[config.mk]
export PLATFORM = sky130hd
export DESIGN_NAME = hsc_input_alloc
export DESIGN_NICKNAME = d
export VERILOG_FILES = /design/src/core/hsc_pkg.sv /design/src/core/hsc_input_alloc.sv
export SDC_FILE = /design/constraint.sdc
export NUM_CORES = 2
export LEC_CHECK = 0
export ABC_AREA = 0
export BUFFER_PORTS_ARGS = -buffer_cell sky130_fd_sc_hd__buf_2
export CAP_MARGIN = 20
export CORE_AREA = 2 2 432 305
export DETAILED_ROUTE_END_ITERATION = 16
export DIE_AREA = 0 0 434 307
export PLACE_DENSITY = 0.77
export SLEW_MARGIN = 10
export SYNTH_ARGS = -nofsm -noshare
export SYNTH_HDL_FRONTEND = slang
export SYNTH_SLANG_ARGS = --single-unit
[constraint.sdc]
create_clock -name hclk -period 7.4 [get_ports hclk]
set_clock_uncertainty 0.15 [all_clocks]
set_input_delay 0.37 -clock hclk [delete_from_list [all_inputs] [get_ports hclk]]
set_output_delay 0.37 -clock hclk [all_outputs]
set_load 0.1 [all_outputs]
[src/core/hsc_pkg.sv]
// package for the high-speed counter input allocation block
// assumes one 40 MHz bus clock and an AHB-Lite master in front of the registers
package hsc_pkg;

    // ----------------------------------------------------------------
    // sizes
    // ----------------------------------------------------------------
    localparam int HSC_NUM_INPUTS  = 8;
    localparam int HSC_NUM_CNT     = 21;
    localparam int HSC_NUM_DIRSEL  = 11;
    localparam int HSC_CNT_WIDTH   = 32;
    localparam int HSC_FILT_CNT_W  = 11;

    // ----------------------------------------------------------------
    // timing
    // ----------------------------------------------------------------
    localparam int HSC_CLK_PERIOD_NS = 25;
    localparam int HSC_FILT_FAST_NS  = 5000;
    localparam int HSC_FILT_SLOW_NS  = 50000;
    localparam int HSC_FILT_FAST_CYC = (HSC_FILT_FAST_NS + HSC_CLK_PERIOD_NS - 1) / HSC_CLK_PERIOD_NS;
    localparam int HSC_FILT_SLOW_CYC = (HSC_FILT_SLOW_NS + HSC_CLK_PERIOD_NS - 1) / HSC_CLK_PERIOD_NS;
    localparam int HSC_FAST_INPUTS   = 6;

    // ----------------------------------------------------------------
    // register byte offsets
    // ----------------------------------------------------------------
    localparam logic [7:0] HSC_OFF_CTRL     = 8'h00;
    localparam logic [7:0] HSC_OFF_ENABLE   = 8'h04;
    localparam logic [7:0] HSC_OFF_DIRSEL   = 8'h08;
    localparam logic [7:0] HSC_OFF_OTHERUSE = 8'h0c;
    localparam logic [7:0] HSC_OFF_INPUTS   = 8'h10;
    localparam logic [7:0] HSC_OFF_DIRMON   = 8'h14;
    localparam logic [7:0] HSC_OFF_HWSTAT   = 8'h18;
    localparam logic [7:0] HSC_OFF_CONFLICT = 8'h1c;
    localparam logic [7:0] HSC_OFF_CNT_BASE = 8'h80;

    // ----------------------------------------------------------------
    // control register fields and reset values
    // ----------------------------------------------------------------
    localparam int HSC_CTRL_FC       = 0;
    localparam int HSC_CTRL_POL      = 1;
    localparam int HSC_CTRL_SW_A     = 2;
    localparam int HSC_CTRL_SW_B     = 3;
    localparam int HSC_CTRL_SW_DQ    = 4;
    localparam int HSC_CTRL_EDGE_LO  = 5;
    localparam int HSC_CTRL_EDGE_HI  = 6;
    localparam int HSC_CTRL_CMP_LO   = 7;
    localparam int HSC_CTRL_CMP_HI   = 10;
    localparam int HSC_CTRL_W        = 11;
    localparam logic [HSC_CTRL_W-1:0]     HSC_CTRL_RST   = 11'h000;
    localparam logic [HSC_NUM_CNT-1:0]    HSC_ENABLE_RST = 21'h000000;
    localparam logic [HSC_NUM_DIRSEL-1:0] HSC_DIRSEL_RST = 11'h000;
    localparam logic [HSC_NUM_INPUTS-1:0] HSC_OTHER_RST  = 8'h00;

    // ----------------------------------------------------------------
    // bus encodings
    // ----------------------------------------------------------------
    localparam logic [1:0] HSC_HTRANS_NONSEQ = 2'h2;

    // ----------------------------------------------------------------
    // types
    // ----------------------------------------------------------------
    typedef enum logic [1:0] {
        HSC_KIND_SINGLE = 2'h0,
        HSC_KIND_DUAL   = 2'h1,
        HSC_KIND_QUAD   = 2'h2
    } hsc_kind_t;

    typedef struct packed {
        hsc_kind_t  kind;
        logic [2:0] a;
        logic [2:0] b;
        logic       r_en;
        logic [2:0] r;
        logic       s_en;
        logic [2:0] s;
        logic       hw;
    } hsc_map_t;

    typedef struct packed {
        logic        hsel;
        logic [31:0] haddr;
        logic [1:0]  htrans;
        logic        hwrite;
        logic [2:0]  hsize;
    } hsc_ahb_req_t;

endpackage

[src/core/hsc_input_alloc.sv]
// high-speed counter bank with input allocation, filters and function switching
// assumes an AHB-Lite master on hclk and pulse inputs asynchronous to hclk
//
// The register offsets and the AHB-Lite slave port were chosen for this implementation.
`timescale 1ns/1ps
`default_nettype none

module hsc_input_alloc #(
    parameter int CNT_WIDTH = hsc_pkg::HSC_CNT_WIDTH
) (
    // clock and reset
    input  wire logic                  hclk,
    input  wire logic                  hresetn,
    // ahb-lite slave
    input  wire hsc_pkg::hsc_ahb_req_t ahb_req,
    input  wire logic                  hready,
    input  wire logic [31:0]           hwdata,
    output logic      [31:0]           hrdata,
    output logic                       hreadyout,
    output logic                       hresp,
    // pulse inputs and general input levels
    input  wire logic [7:0]            pulse_input,
    output logic      [7:0]            general_input
);
    import hsc_pkg::*;

    // ----------------------------------------------------------------
    // elaboration check
    // ----------------------------------------------------------------
    if (CNT_WIDTH != HSC_CNT_WIDTH) begin : g_bad_width
        $error("counter width must be 32");
    end

    // ----------------------------------------------------------------
    // routing table
    // ----------------------------------------------------------------
    function automatic hsc_map_t cnt_map(input logic [4:0] c, input logic op_a,
                                         input logic op_b, input logic op_dq);
        hsc_map_t m;
        m = '{kind: HSC_KIND_SINGLE, a: 3'h0, b: 3'h0, r_en: 1'b0, r: 3'h0,
              s_en: 1'b0, s: 3'h0, hw: 1'b0};
        case (c)
            5'h00, 5'h01, 5'h02, 5'h03, 5'h04, 5'h05: begin
                m.a  = c[2:0];
                m.hw = 1'b1;
            end
            5'h06: begin m.a = 3'h0; m.r_en = 1'b1; m.r = 3'h1; end
            5'h07: begin m.a = 3'h2; m.r_en = 1'b1; m.r = 3'h3; end
            5'h08: begin m.a = 3'h4; m.r_en = 1'b1; m.r = 3'h5; end
            5'h09: begin
                if (op_a) begin
                    m.a  = 3'h6;
                    m.hw = 1'b1;
                end else begin
                    m.a = 3'h0; m.r_en = 1'b1; m.r = 3'h1; m.s_en = 1'b1; m.s = 3'h6;
                end
            end
            5'h0a: begin
                if (op_b) begin
                    m.a  = 3'h7;
                    m.hw = 1'b1;
                end else begin
                    m.a = 3'h2; m.r_en = 1'b1; m.r = 3'h3; m.s_en = 1'b1; m.s = 3'h7;
                end
            end
            5'h0b, 5'h0c, 5'h0e: begin
                m.kind = HSC_KIND_DUAL;
                m.a    = 3'h0;
                m.b    = 3'h1;
                m.hw   = (c == 5'h0b);
                m.r_en = (c != 5'h0b);
                m.r    = 3'h2;
                m.s_en = (c == 5'h0e);
                m.s    = 3'h6;
            end
            5'h0d, 5'h0f: begin
                m.kind = HSC_KIND_DUAL;
                m.a    = 3'h3;
                m.b    = 3'h4;
                m.hw   = (c == 5'h0d) && op_dq;
                m.r_en = !((c == 5'h0d) && op_dq);
                m.r    = 3'h5;
                m.s_en = (c == 5'h0f);
                m.s    = 3'h7;
            end
            5'h10, 5'h11, 5'h13: begin
                m.kind = HSC_KIND_QUAD;
                m.a    = 3'h0;
                m.b    = 3'h1;
                m.hw   = (c == 5'h10);
                m.r_en = (c != 5'h10);
                m.r    = 3'h2;
                m.s_en = (c == 5'h13);
                m.s    = 3'h6;
            end
            5'h12, 5'h14: begin
                m.kind = HSC_KIND_QUAD;
                m.a    = 3'h3;
                m.b    = 3'h4;
                m.hw   = (c == 5'h12) && !op_dq;
                m.r_en = !((c == 5'h12) && op_dq);
                m.r    = 3'h5;
                m.s_en = (c == 5'h14);
                m.s    = 3'h7;
            end
            default: m.a = 3'h0;
        endcase
        return m;
    endfunction

    function automatic logic [7:0] claim_of(input hsc_map_t m);
        logic [7:0] v;
        v = 8'h00;
        v[m.a] = 1'b1;
        if (m.kind != HSC_KIND_SINGLE) v[m.b] = 1'b1;
        if (m.r_en) v[m.r] = 1'b1;
        if (m.s_en) v[m.s] = 1'b1;
        return v;
    endfunction

    function automatic logic [HSC_FILT_CNT_W-1:0] filt_limit(input int i);
        return (i < HSC_FAST_INPUTS) ? HSC_FILT_CNT_W'(HSC_FILT_FAST_CYC - 1)
                                     : HSC_FILT_CNT_W'(HSC_FILT_SLOW_CYC - 1);
    endfunction

    // ----------------------------------------------------------------
    // software-visible state
    // ----------------------------------------------------------------
    logic [HSC_CTRL_W-1:0]     ctrl_reg;
    logic [HSC_NUM_CNT-1:0]    enable_reg;
    logic [HSC_NUM_DIRSEL-1:0] dirsel_reg;
    logic [HSC_NUM_INPUTS-1:0] other_reg;
    logic                      wr_pend_reg;
    logic [7:0]                wr_addr_reg;

    wire fc      = ctrl_reg[HSC_CTRL_FC];
    wire pol_inv = fc && ctrl_reg[HSC_CTRL_POL];
    wire op_a    = fc && ctrl_reg[HSC_CTRL_SW_A];
    wire op_b    = fc && ctrl_reg[HSC_CTRL_SW_B];
    wire op_dq   = fc && ctrl_reg[HSC_CTRL_SW_DQ];
    wire edge_lo = fc && ctrl_reg[HSC_CTRL_EDGE_LO];
    wire edge_hi = fc && ctrl_reg[HSC_CTRL_EDGE_HI];
    wire cmp_any = |ctrl_reg[HSC_CTRL_CMP_HI:HSC_CTRL_CMP_LO];

    // ----------------------------------------------------------------
    // input synchronisers and filters
    // ----------------------------------------------------------------
    logic [7:0]                sync1_reg;
    logic [7:0]                sync2_reg;
    logic [7:0]                filt_reg;
    logic [7:0]                prev_reg;
    logic [HSC_FILT_CNT_W-1:0] fcnt_reg [HSC_NUM_INPUTS];
    logic [7:0]                claimed;
    logic [7:0]                conflict;
    hsc_map_t                  map      [HSC_NUM_CNT];

    always_comb begin
        logic [7:0] seen;
        seen     = 8'h00;
        claimed  = 8'h00;
        conflict = 8'h00;
        for (int c = 0; c < HSC_NUM_CNT; c++) begin
            if (enable_reg[c]) begin
                conflict = conflict | (claimed & claim_of(map[c]));
                claimed  = claimed | claim_of(map[c]);
            end
        end
        seen     = claimed & other_reg;
        conflict = conflict | seen;
    end

    always_ff @(posedge hclk or negedge hresetn) begin
        if (!hresetn) begin
            sync1_reg <= 8'h00;
            sync2_reg <= 8'h00;
        end else begin
            sync1_reg <= pulse_input;
            sync2_reg <= sync1_reg;
        end
    end

    // a claimed input only moves after staying put for the whole filter time
    for (genvar i = 0; i < HSC_NUM_INPUTS; i++) begin : g_filt
        always_ff @(posedge hclk or negedge hresetn) begin
            if (!hresetn) begin
                fcnt_reg[i] <= '0;
                filt_reg[i] <= 1'b0;
            end else if (!claimed[i] || sync2_reg[i] == filt_reg[i]) begin
                fcnt_reg[i] <= '0;
                filt_reg[i] <= sync2_reg[i];
            end else if (fcnt_reg[i] == filt_limit(i)) begin
                fcnt_reg[i] <= '0;
                filt_reg[i] <= sync2_reg[i];
            end else begin
                fcnt_reg[i] <= fcnt_reg[i] + 1'b1;
            end
        end
    end

    always_ff @(posedge hclk or negedge hresetn) begin
        if (!hresetn) begin
            prev_reg      <= 8'h00;
            general_input <= 8'h00;
        end else begin
            prev_reg      <= filt_reg;
            general_input <= filt_reg;
        end
    end

    wire [7:0] rise = filt_reg & ~prev_reg;
    wire [7:0] fall = ~filt_reg & prev_reg;

    // ----------------------------------------------------------------
    // counter bank
    // ----------------------------------------------------------------
    logic [CNT_WIDTH-1:0]   cnt_val [HSC_NUM_CNT];
    logic [HSC_NUM_CNT-1:0] hw_stat;
    logic [HSC_NUM_CNT-1:0] dir_mon;
    wire                    wr_cnt   = wr_pend_reg && wr_addr_reg >= HSC_OFF_CNT_BASE;
    wire [7:0]              wr_index = 8'(wr_addr_reg - HSC_OFF_CNT_BASE) >> 2;

    for (genvar c = 0; c < HSC_NUM_CNT; c++) begin : g_cnt
        logic [CNT_WIDTH-1:0] value_reg;
        logic                 down_reg;
        logic                 up;
        logic                 down;
        logic                 four_edge;
        logic [1:0]           code_now;
        logic [1:0]           code_old;
        logic [1:0]           step;
        logic                 run;
        logic                 clr;
        logic                 soft_wr;

        assign map[c]    = cnt_map(5'(c), op_a, op_b, op_dq);
        assign four_edge = (map[c].b == 3'h4) ? edge_hi : edge_lo;
        assign code_now  = {filt_reg[map[c].b], filt_reg[map[c].a] ^ filt_reg[map[c].b]};
        assign code_old  = {prev_reg[map[c].b], prev_reg[map[c].a] ^ prev_reg[map[c].b]};
        assign step      = code_now - code_old;
        assign run       = enable_reg[c] && (!map[c].s_en || filt_reg[map[c].s]);
        assign clr       = map[c].r_en && (pol_inv ? fall[map[c].r] : rise[map[c].r]);
        assign soft_wr   = wr_cnt && wr_index == 8'(c);

        always_comb begin
            up   = 1'b0;
            down = 1'b0;
            case (map[c].kind)
                HSC_KIND_SINGLE: begin
                    up   = rise[map[c].a] && !((c < HSC_NUM_DIRSEL) && dirsel_reg[c]);
                    down = rise[map[c].a] && (c < HSC_NUM_DIRSEL) && dirsel_reg[c];
                end
                HSC_KIND_DUAL: begin
                    up   = rise[map[c].a] && !rise[map[c].b];
                    down = rise[map[c].b] && !rise[map[c].a];
                end
                HSC_KIND_QUAD: begin
                    if (four_edge) begin
                        up   = (step == 2'h1);
                        down = (step == 2'h3);
                    end else begin
                        up   = rise[map[c].a] && !filt_reg[map[c].b];
                        down = fall[map[c].a] && !filt_reg[map[c].b];
                    end
                end
                default: begin
                    up   = 1'b0;
                    down = 1'b0;
                end
            endcase
        end

        // external reset outranks a bus preset, which outranks a count step
        always_ff @(posedge hclk or negedge hresetn) begin
            if (!hresetn) begin
                value_reg <= '0;
                down_reg  <= 1'b0;
            end else begin
                if (run && clr) value_reg <= '0;
                else if (soft_wr) value_reg <= hwdata[CNT_WIDTH-1:0];
                else if (run && up) value_reg <= value_reg + 1'b1;
                else if (run && down) value_reg <= value_reg - 1'b1;
                if (run && down) down_reg <= 1'b1;
                else if (run && up) down_reg <= 1'b0;
            end
        end

        assign cnt_val[c] = value_reg;
        assign dir_mon[c] = (map[c].kind != HSC_KIND_SINGLE) && down_reg;
        assign hw_stat[c] = map[c].hw && !cmp_any && !((c == 18) && pol_inv);
    end

    // ----------------------------------------------------------------
    // ahb-lite slave
    // ----------------------------------------------------------------
    wire        take     = ahb_req.hsel && hready && ahb_req.htrans == HSC_HTRANS_NONSEQ;
    wire        in_range = ahb_req.haddr[31:8] == 24'h000000;
    wire [7:0]  rd_off   = {ahb_req.haddr[7:2], 2'h0};
    wire [7:0]  rd_index = 8'(rd_off - HSC_OFF_CNT_BASE) >> 2;
    logic [31:0] rd_data;

    always_comb begin
        rd_data = 32'h00000000;
        case (rd_off)
            HSC_OFF_CTRL:     rd_data = 32'(ctrl_reg);
            HSC_OFF_ENABLE:   rd_data = 32'(enable_reg);
            HSC_OFF_DIRSEL:   rd_data = 32'(dirsel_reg);
            HSC_OFF_OTHERUSE: rd_data = 32'(other_reg);
            HSC_OFF_INPUTS:   rd_data = {16'h0000, claimed, filt_reg};
            HSC_OFF_DIRMON:   rd_data = 32'(dir_mon);
            HSC_OFF_HWSTAT:   rd_data = 32'(hw_stat);
            HSC_OFF_CONFLICT: rd_data = 32'(conflict);
            default: begin
                if (rd_off >= HSC_OFF_CNT_BASE && rd_index < 8'(HSC_NUM_CNT))
                    rd_data = 32'(cnt_val[rd_index[4:0]]);
            end
        endcase
        if (!in_range) rd_data = 32'h00000000;
    end

    // zero wait states; an address outside the map reads zero and drops writes
    always_ff @(posedge hclk or negedge hresetn) begin
        if (!hresetn) begin
            wr_pend_reg <= 1'b0;
            wr_addr_reg <= 8'h00;
            hrdata      <= 32'h00000000;
            hreadyout   <= 1'b0;
            hresp       <= 1'b0;
        end else begin
            wr_pend_reg <= take && ahb_req.hwrite && in_range;
            wr_addr_reg <= rd_off;
            hreadyout   <= 1'b1;
            hresp       <= 1'b0;
            if (take && !ahb_req.hwrite) hrdata <= rd_data;
        end
    end

    always_ff @(posedge hclk or negedge hresetn) begin
        if (!hresetn) begin
            ctrl_reg   <= HSC_CTRL_RST;
            enable_reg <= HSC_ENABLE_RST;
            dirsel_reg <= HSC_DIRSEL_RST;
            other_reg  <= HSC_OTHER_RST;
        end else if (wr_pend_reg) begin
            case (wr_addr_reg)
                HSC_OFF_CTRL:     ctrl_reg   <= hwdata[HSC_CTRL_W-1:0];
                HSC_OFF_ENABLE:   enable_reg <= hwdata[HSC_NUM_CNT-1:0];
                HSC_OFF_DIRSEL:   dirsel_reg <= hwdata[HSC_NUM_DIRSEL-1:0];
                HSC_OFF_OTHERUSE: other_reg  <= hwdata[HSC_NUM_INPUTS-1:0];
                default:          ctrl_reg   <= ctrl_reg;
            endcase
        end
    end

endmodule

`default_nettype wire

==> results.cfg <==
[status]
status = completed

[sta]
fmax_ghz = 0.164
final-setup-viol-count = 0
worstMarginPinSlew_ns = 1.35
period_share_pct = 82.2
slew_headroom_pct = 8.72
fin_ws_ns = 1.32
maxSlewViolCount = 0
rsz0062_at_grt = false
period_needed_ns = 6.08
final_hold_viol_count = 0
tns_ns = 0

[routing]
initialDrtViolationCount = 10600
post_drt_wl_per_cell_um = 27.3
vias = 75000
ant_nets = 0
drc = 0
firstDrtPassIters = 9
viasPerCell = 6.90
totalWireLength_um = 297000

[grt]
grt_pass1_wl_um = 436000
grt_max_degree = 163
antenna_found_initial = 36
grt_overflow = 0
grt_pass1_vias = 67300
grt_usage_pct = 43.7

[logic_synthesis]
ys_ff_latch = 893
synthMuxAreaShare_pct = 7.19
yosysTopAreaCell = dfrtp_1
synth_top_family_by_area = compound AO/OA/AOI/OAI gates
synthAdderAreaFrac_pct = 11.1
synth-compound-area-share_pct = 26.3
yosys_warnings = 0
syn-num-nets = 9853
synth_xor_area_share_pct = 6.95
synth_most_common_cell = nand2_1
yosys-top-cells-area = dfrtp_1 (29%), ha_1 (10%), a21oi_1 (6.0%)
yosys.area_share.simple_pct = 16.1
netlist_top_cells_count = nand2_1 (944), a21oi_1 (926), dfrtp_1 (893), nor2_1 (850), o21ai_0 (839)
synthCells = 9107
yosysSeqAreaShare_pct = 29.0
ys_types = 88
syn_area_um2 = 77000
syn_area_per_cell_um2 = 8.46
synth-edff-count = 0
async_flop_share_pct = 100
synth_top_area_share_pct = 29.0
synthFlopType = dfrtp_1

[floorplanning]
placementRows = 111
start_util_pct = 59.4
io-pin-count = 124
core_um2 = 130000
fp.dieArea_um2 = 133000
die_h_um = 307
dieWidth_um = 434

[place]
dp.cells = 10600
pre_cts_ws_ns = 1.50
dpl_cell_area_um2 = 79400
portBuffers = 117
place_congestion = 1.08
hpwl_um = 210000

[clock_network]
cts_buffer_depth = 3
clock-sinks = 893
hold_buffers = 20
cts.repair.resized = 0
postCtsSetupBuffers = 0
cts-root-buf = clkbuf_16
worst_skew_pair.late_latency_ns = 0.79
ctsHtreeMaxLevel = 3
cts_tree = done
cts_made_buffers = 97
cts.reportedPaths.clkPinSlew_ns = 0.07

[setup_path]
cp-end-kind = register
crit_start = ctrl_reg[0]$_DFFE_PN0P_
worstPathCellList = and2_1, o32ai_1, nand2_1, buf_4, ha_1, o21ai_0, o21bai_1, o211a_1, o211a_1, a31oi_1, o31ai_1, a41oi_1, or2_2, o21ai_0, nand3_1, nand3_1
critical_path_class = reg2reg
crit_fanout = 29
startpoint_type = register
r2r-end = g_cnt[16].value_reg[31]$_DFFE_PN0P_
reg2regPathDepth = 16
max_stage_delay_ns = 0.91
required_ns = 7.98
slowest_stage = o32ai_1
reg2reg_setup_slack_ns = 1.32
critPathArrivalTime_ns = 6.66
r2r_start = ctrl_reg[0]$_DFFE_PN0P_

[final_layout]
drive_gt1_share_pct = 8.78
largest_register_ffs = 672
fillers = 10900
stdcell_count = 10900
finalNetCount = 9771
final_cell_area_um2 = 83200
areaGrowthSynthToFinish_pct = 7.97

[power_and_ir_drop]
peakVddDrop_uv = 265
p_leak_uw = 0.0362
power_density_nw_per_um2 = 520

[hold_path]
holdCritPathClass = in2async

[flow_run]
cap_violations = 0
-- worst max-delay path by stage --
stage	end	cells after the start	slack, ns
2_1_floorplan	g_cnt[20].value_reg[24]$_DFFE_PN0P_	15	1.73
3_5_place_dp	g_cnt[20].value_reg[30]$_DFFE_PN0P_	16	1.50
5_1_grt	g_cnt[11].value_reg[31]$_DFFE_PN0P_	18	1.09
6_report	g_cnt[16].value_reg[31]$_DFFE_PN0P_	16	1.32
4_1_cts	g_cnt[20].value_reg[30]$_DFFE_PN0P_	16	1.49
3_3_place_gp	g_cnt[20].value_reg[30]$_DFFE_PN0P_	16	1.59
-- per-stage QoR --
step | utilization (%) | power (uW) | hold WS [ns]
after floorplan | - | 29500 | -0.0756
final | 64.1 | 43300 | 0.0432
after global placement | 61.2 | 35700 | 0.188
after global routing | 64.1 | 46200 | 0.0569
after CTS | 63.9 | 42100 | 0.00919
after detailed placement | 61.2 | 36600 | 0.186
-- layer usage --
metal | vias to the layer above | wire, um | GRT usage [%]
met3 | 744 | 50700 | 19.0
met1 | 35800 | 119000 | 62.2
met2 | 4880 | 111000 | 55.6
met5 | - | 143 | 0.364
met4 | 14 | 16500 | 21.0
li1 | 33600 | - | -
-- critical path: cells and delay by family (launching register included) --
| kind | cells | cell delay, ns |
|---|---|---|
| DFF | 1 | 0.59 |
| adders and majority gates | 1 | 0.40 |
| buffers and inverters | 1 | 0.42 |
| and+or+nand+nor | 5 | 1.39 |
| AOI/OAI and AO/OA | 9 | 3.05 |
-- cell type report --
cell class              count  area (um^2)  share of cell area, %
inverters                 193          724                  0.871
repair buffers            300         2180                   2.62
clock buffers             130         2770                   3.33
clock inverters            42          614                  0.739
well taps                1751         2190                   2.63
diodes                     24         60.1                 0.0722
flip-flops and latches    893        22300                   26.9
multi-input cells        7540        52300                   62.9
-- layout by cell type (no fill, tap or decap), types with 54 or more instances in the layout --
| cell | count |
|---|---|
| nand3_1 | 183 |
| nand2_1 | 938 |
| mux4_2 | 198 |
| xor2_1 | 252 |
| nand2b_1 | 109 |
| nor2_1 | 830 |
| nand4_1 | 69 |
| a22o_1 | 96 |
| o21a_1 | 94 |
| a21oi_1 | 921 |
| a31oi_1 | 113 |
| a21o_1 | 374 |
| buf_2 | 114 |
| o21ai_0 | 839 |
| ha_1 | 643 |
| a211oi_1 | 62 |
| buf_4 | 151 |
| a32oi_1 | 54 |
| nor2b_1 | 90 |
| inv_1 | 193 |
| mux2_2 | 61 |
| xnor2_1 | 359 |
| dfrtp_1 | 893 |
| and3_1 | 102 |
| a22oi_1 | 104 |
| o21bai_1 | 106 |
| nor3_1 | 163 |
| clkbuf_16 | 98 |
-- cells by family after synthesis --
logic type | after synthesis
XOR/XNOR | 611
AND/OR/NAND/NOR | 2743
buffers and inverters | 674
multiplexers | 298
other | 2
flip-flops | 893
adder cells (fa/ha/maj) | 676
AO/OA/AOI/OAI | 3210
-- where the power goes --
group          internal [uW]  switching (uW)  total [uW]  leakage [uW]
clock                   2970            2350        5320       0.00166
combinational          12300           16300       28600        0.0234
sequential              6730            2640        9370        0.0112
Note: power is estimated with default switching activity, not from simulation.
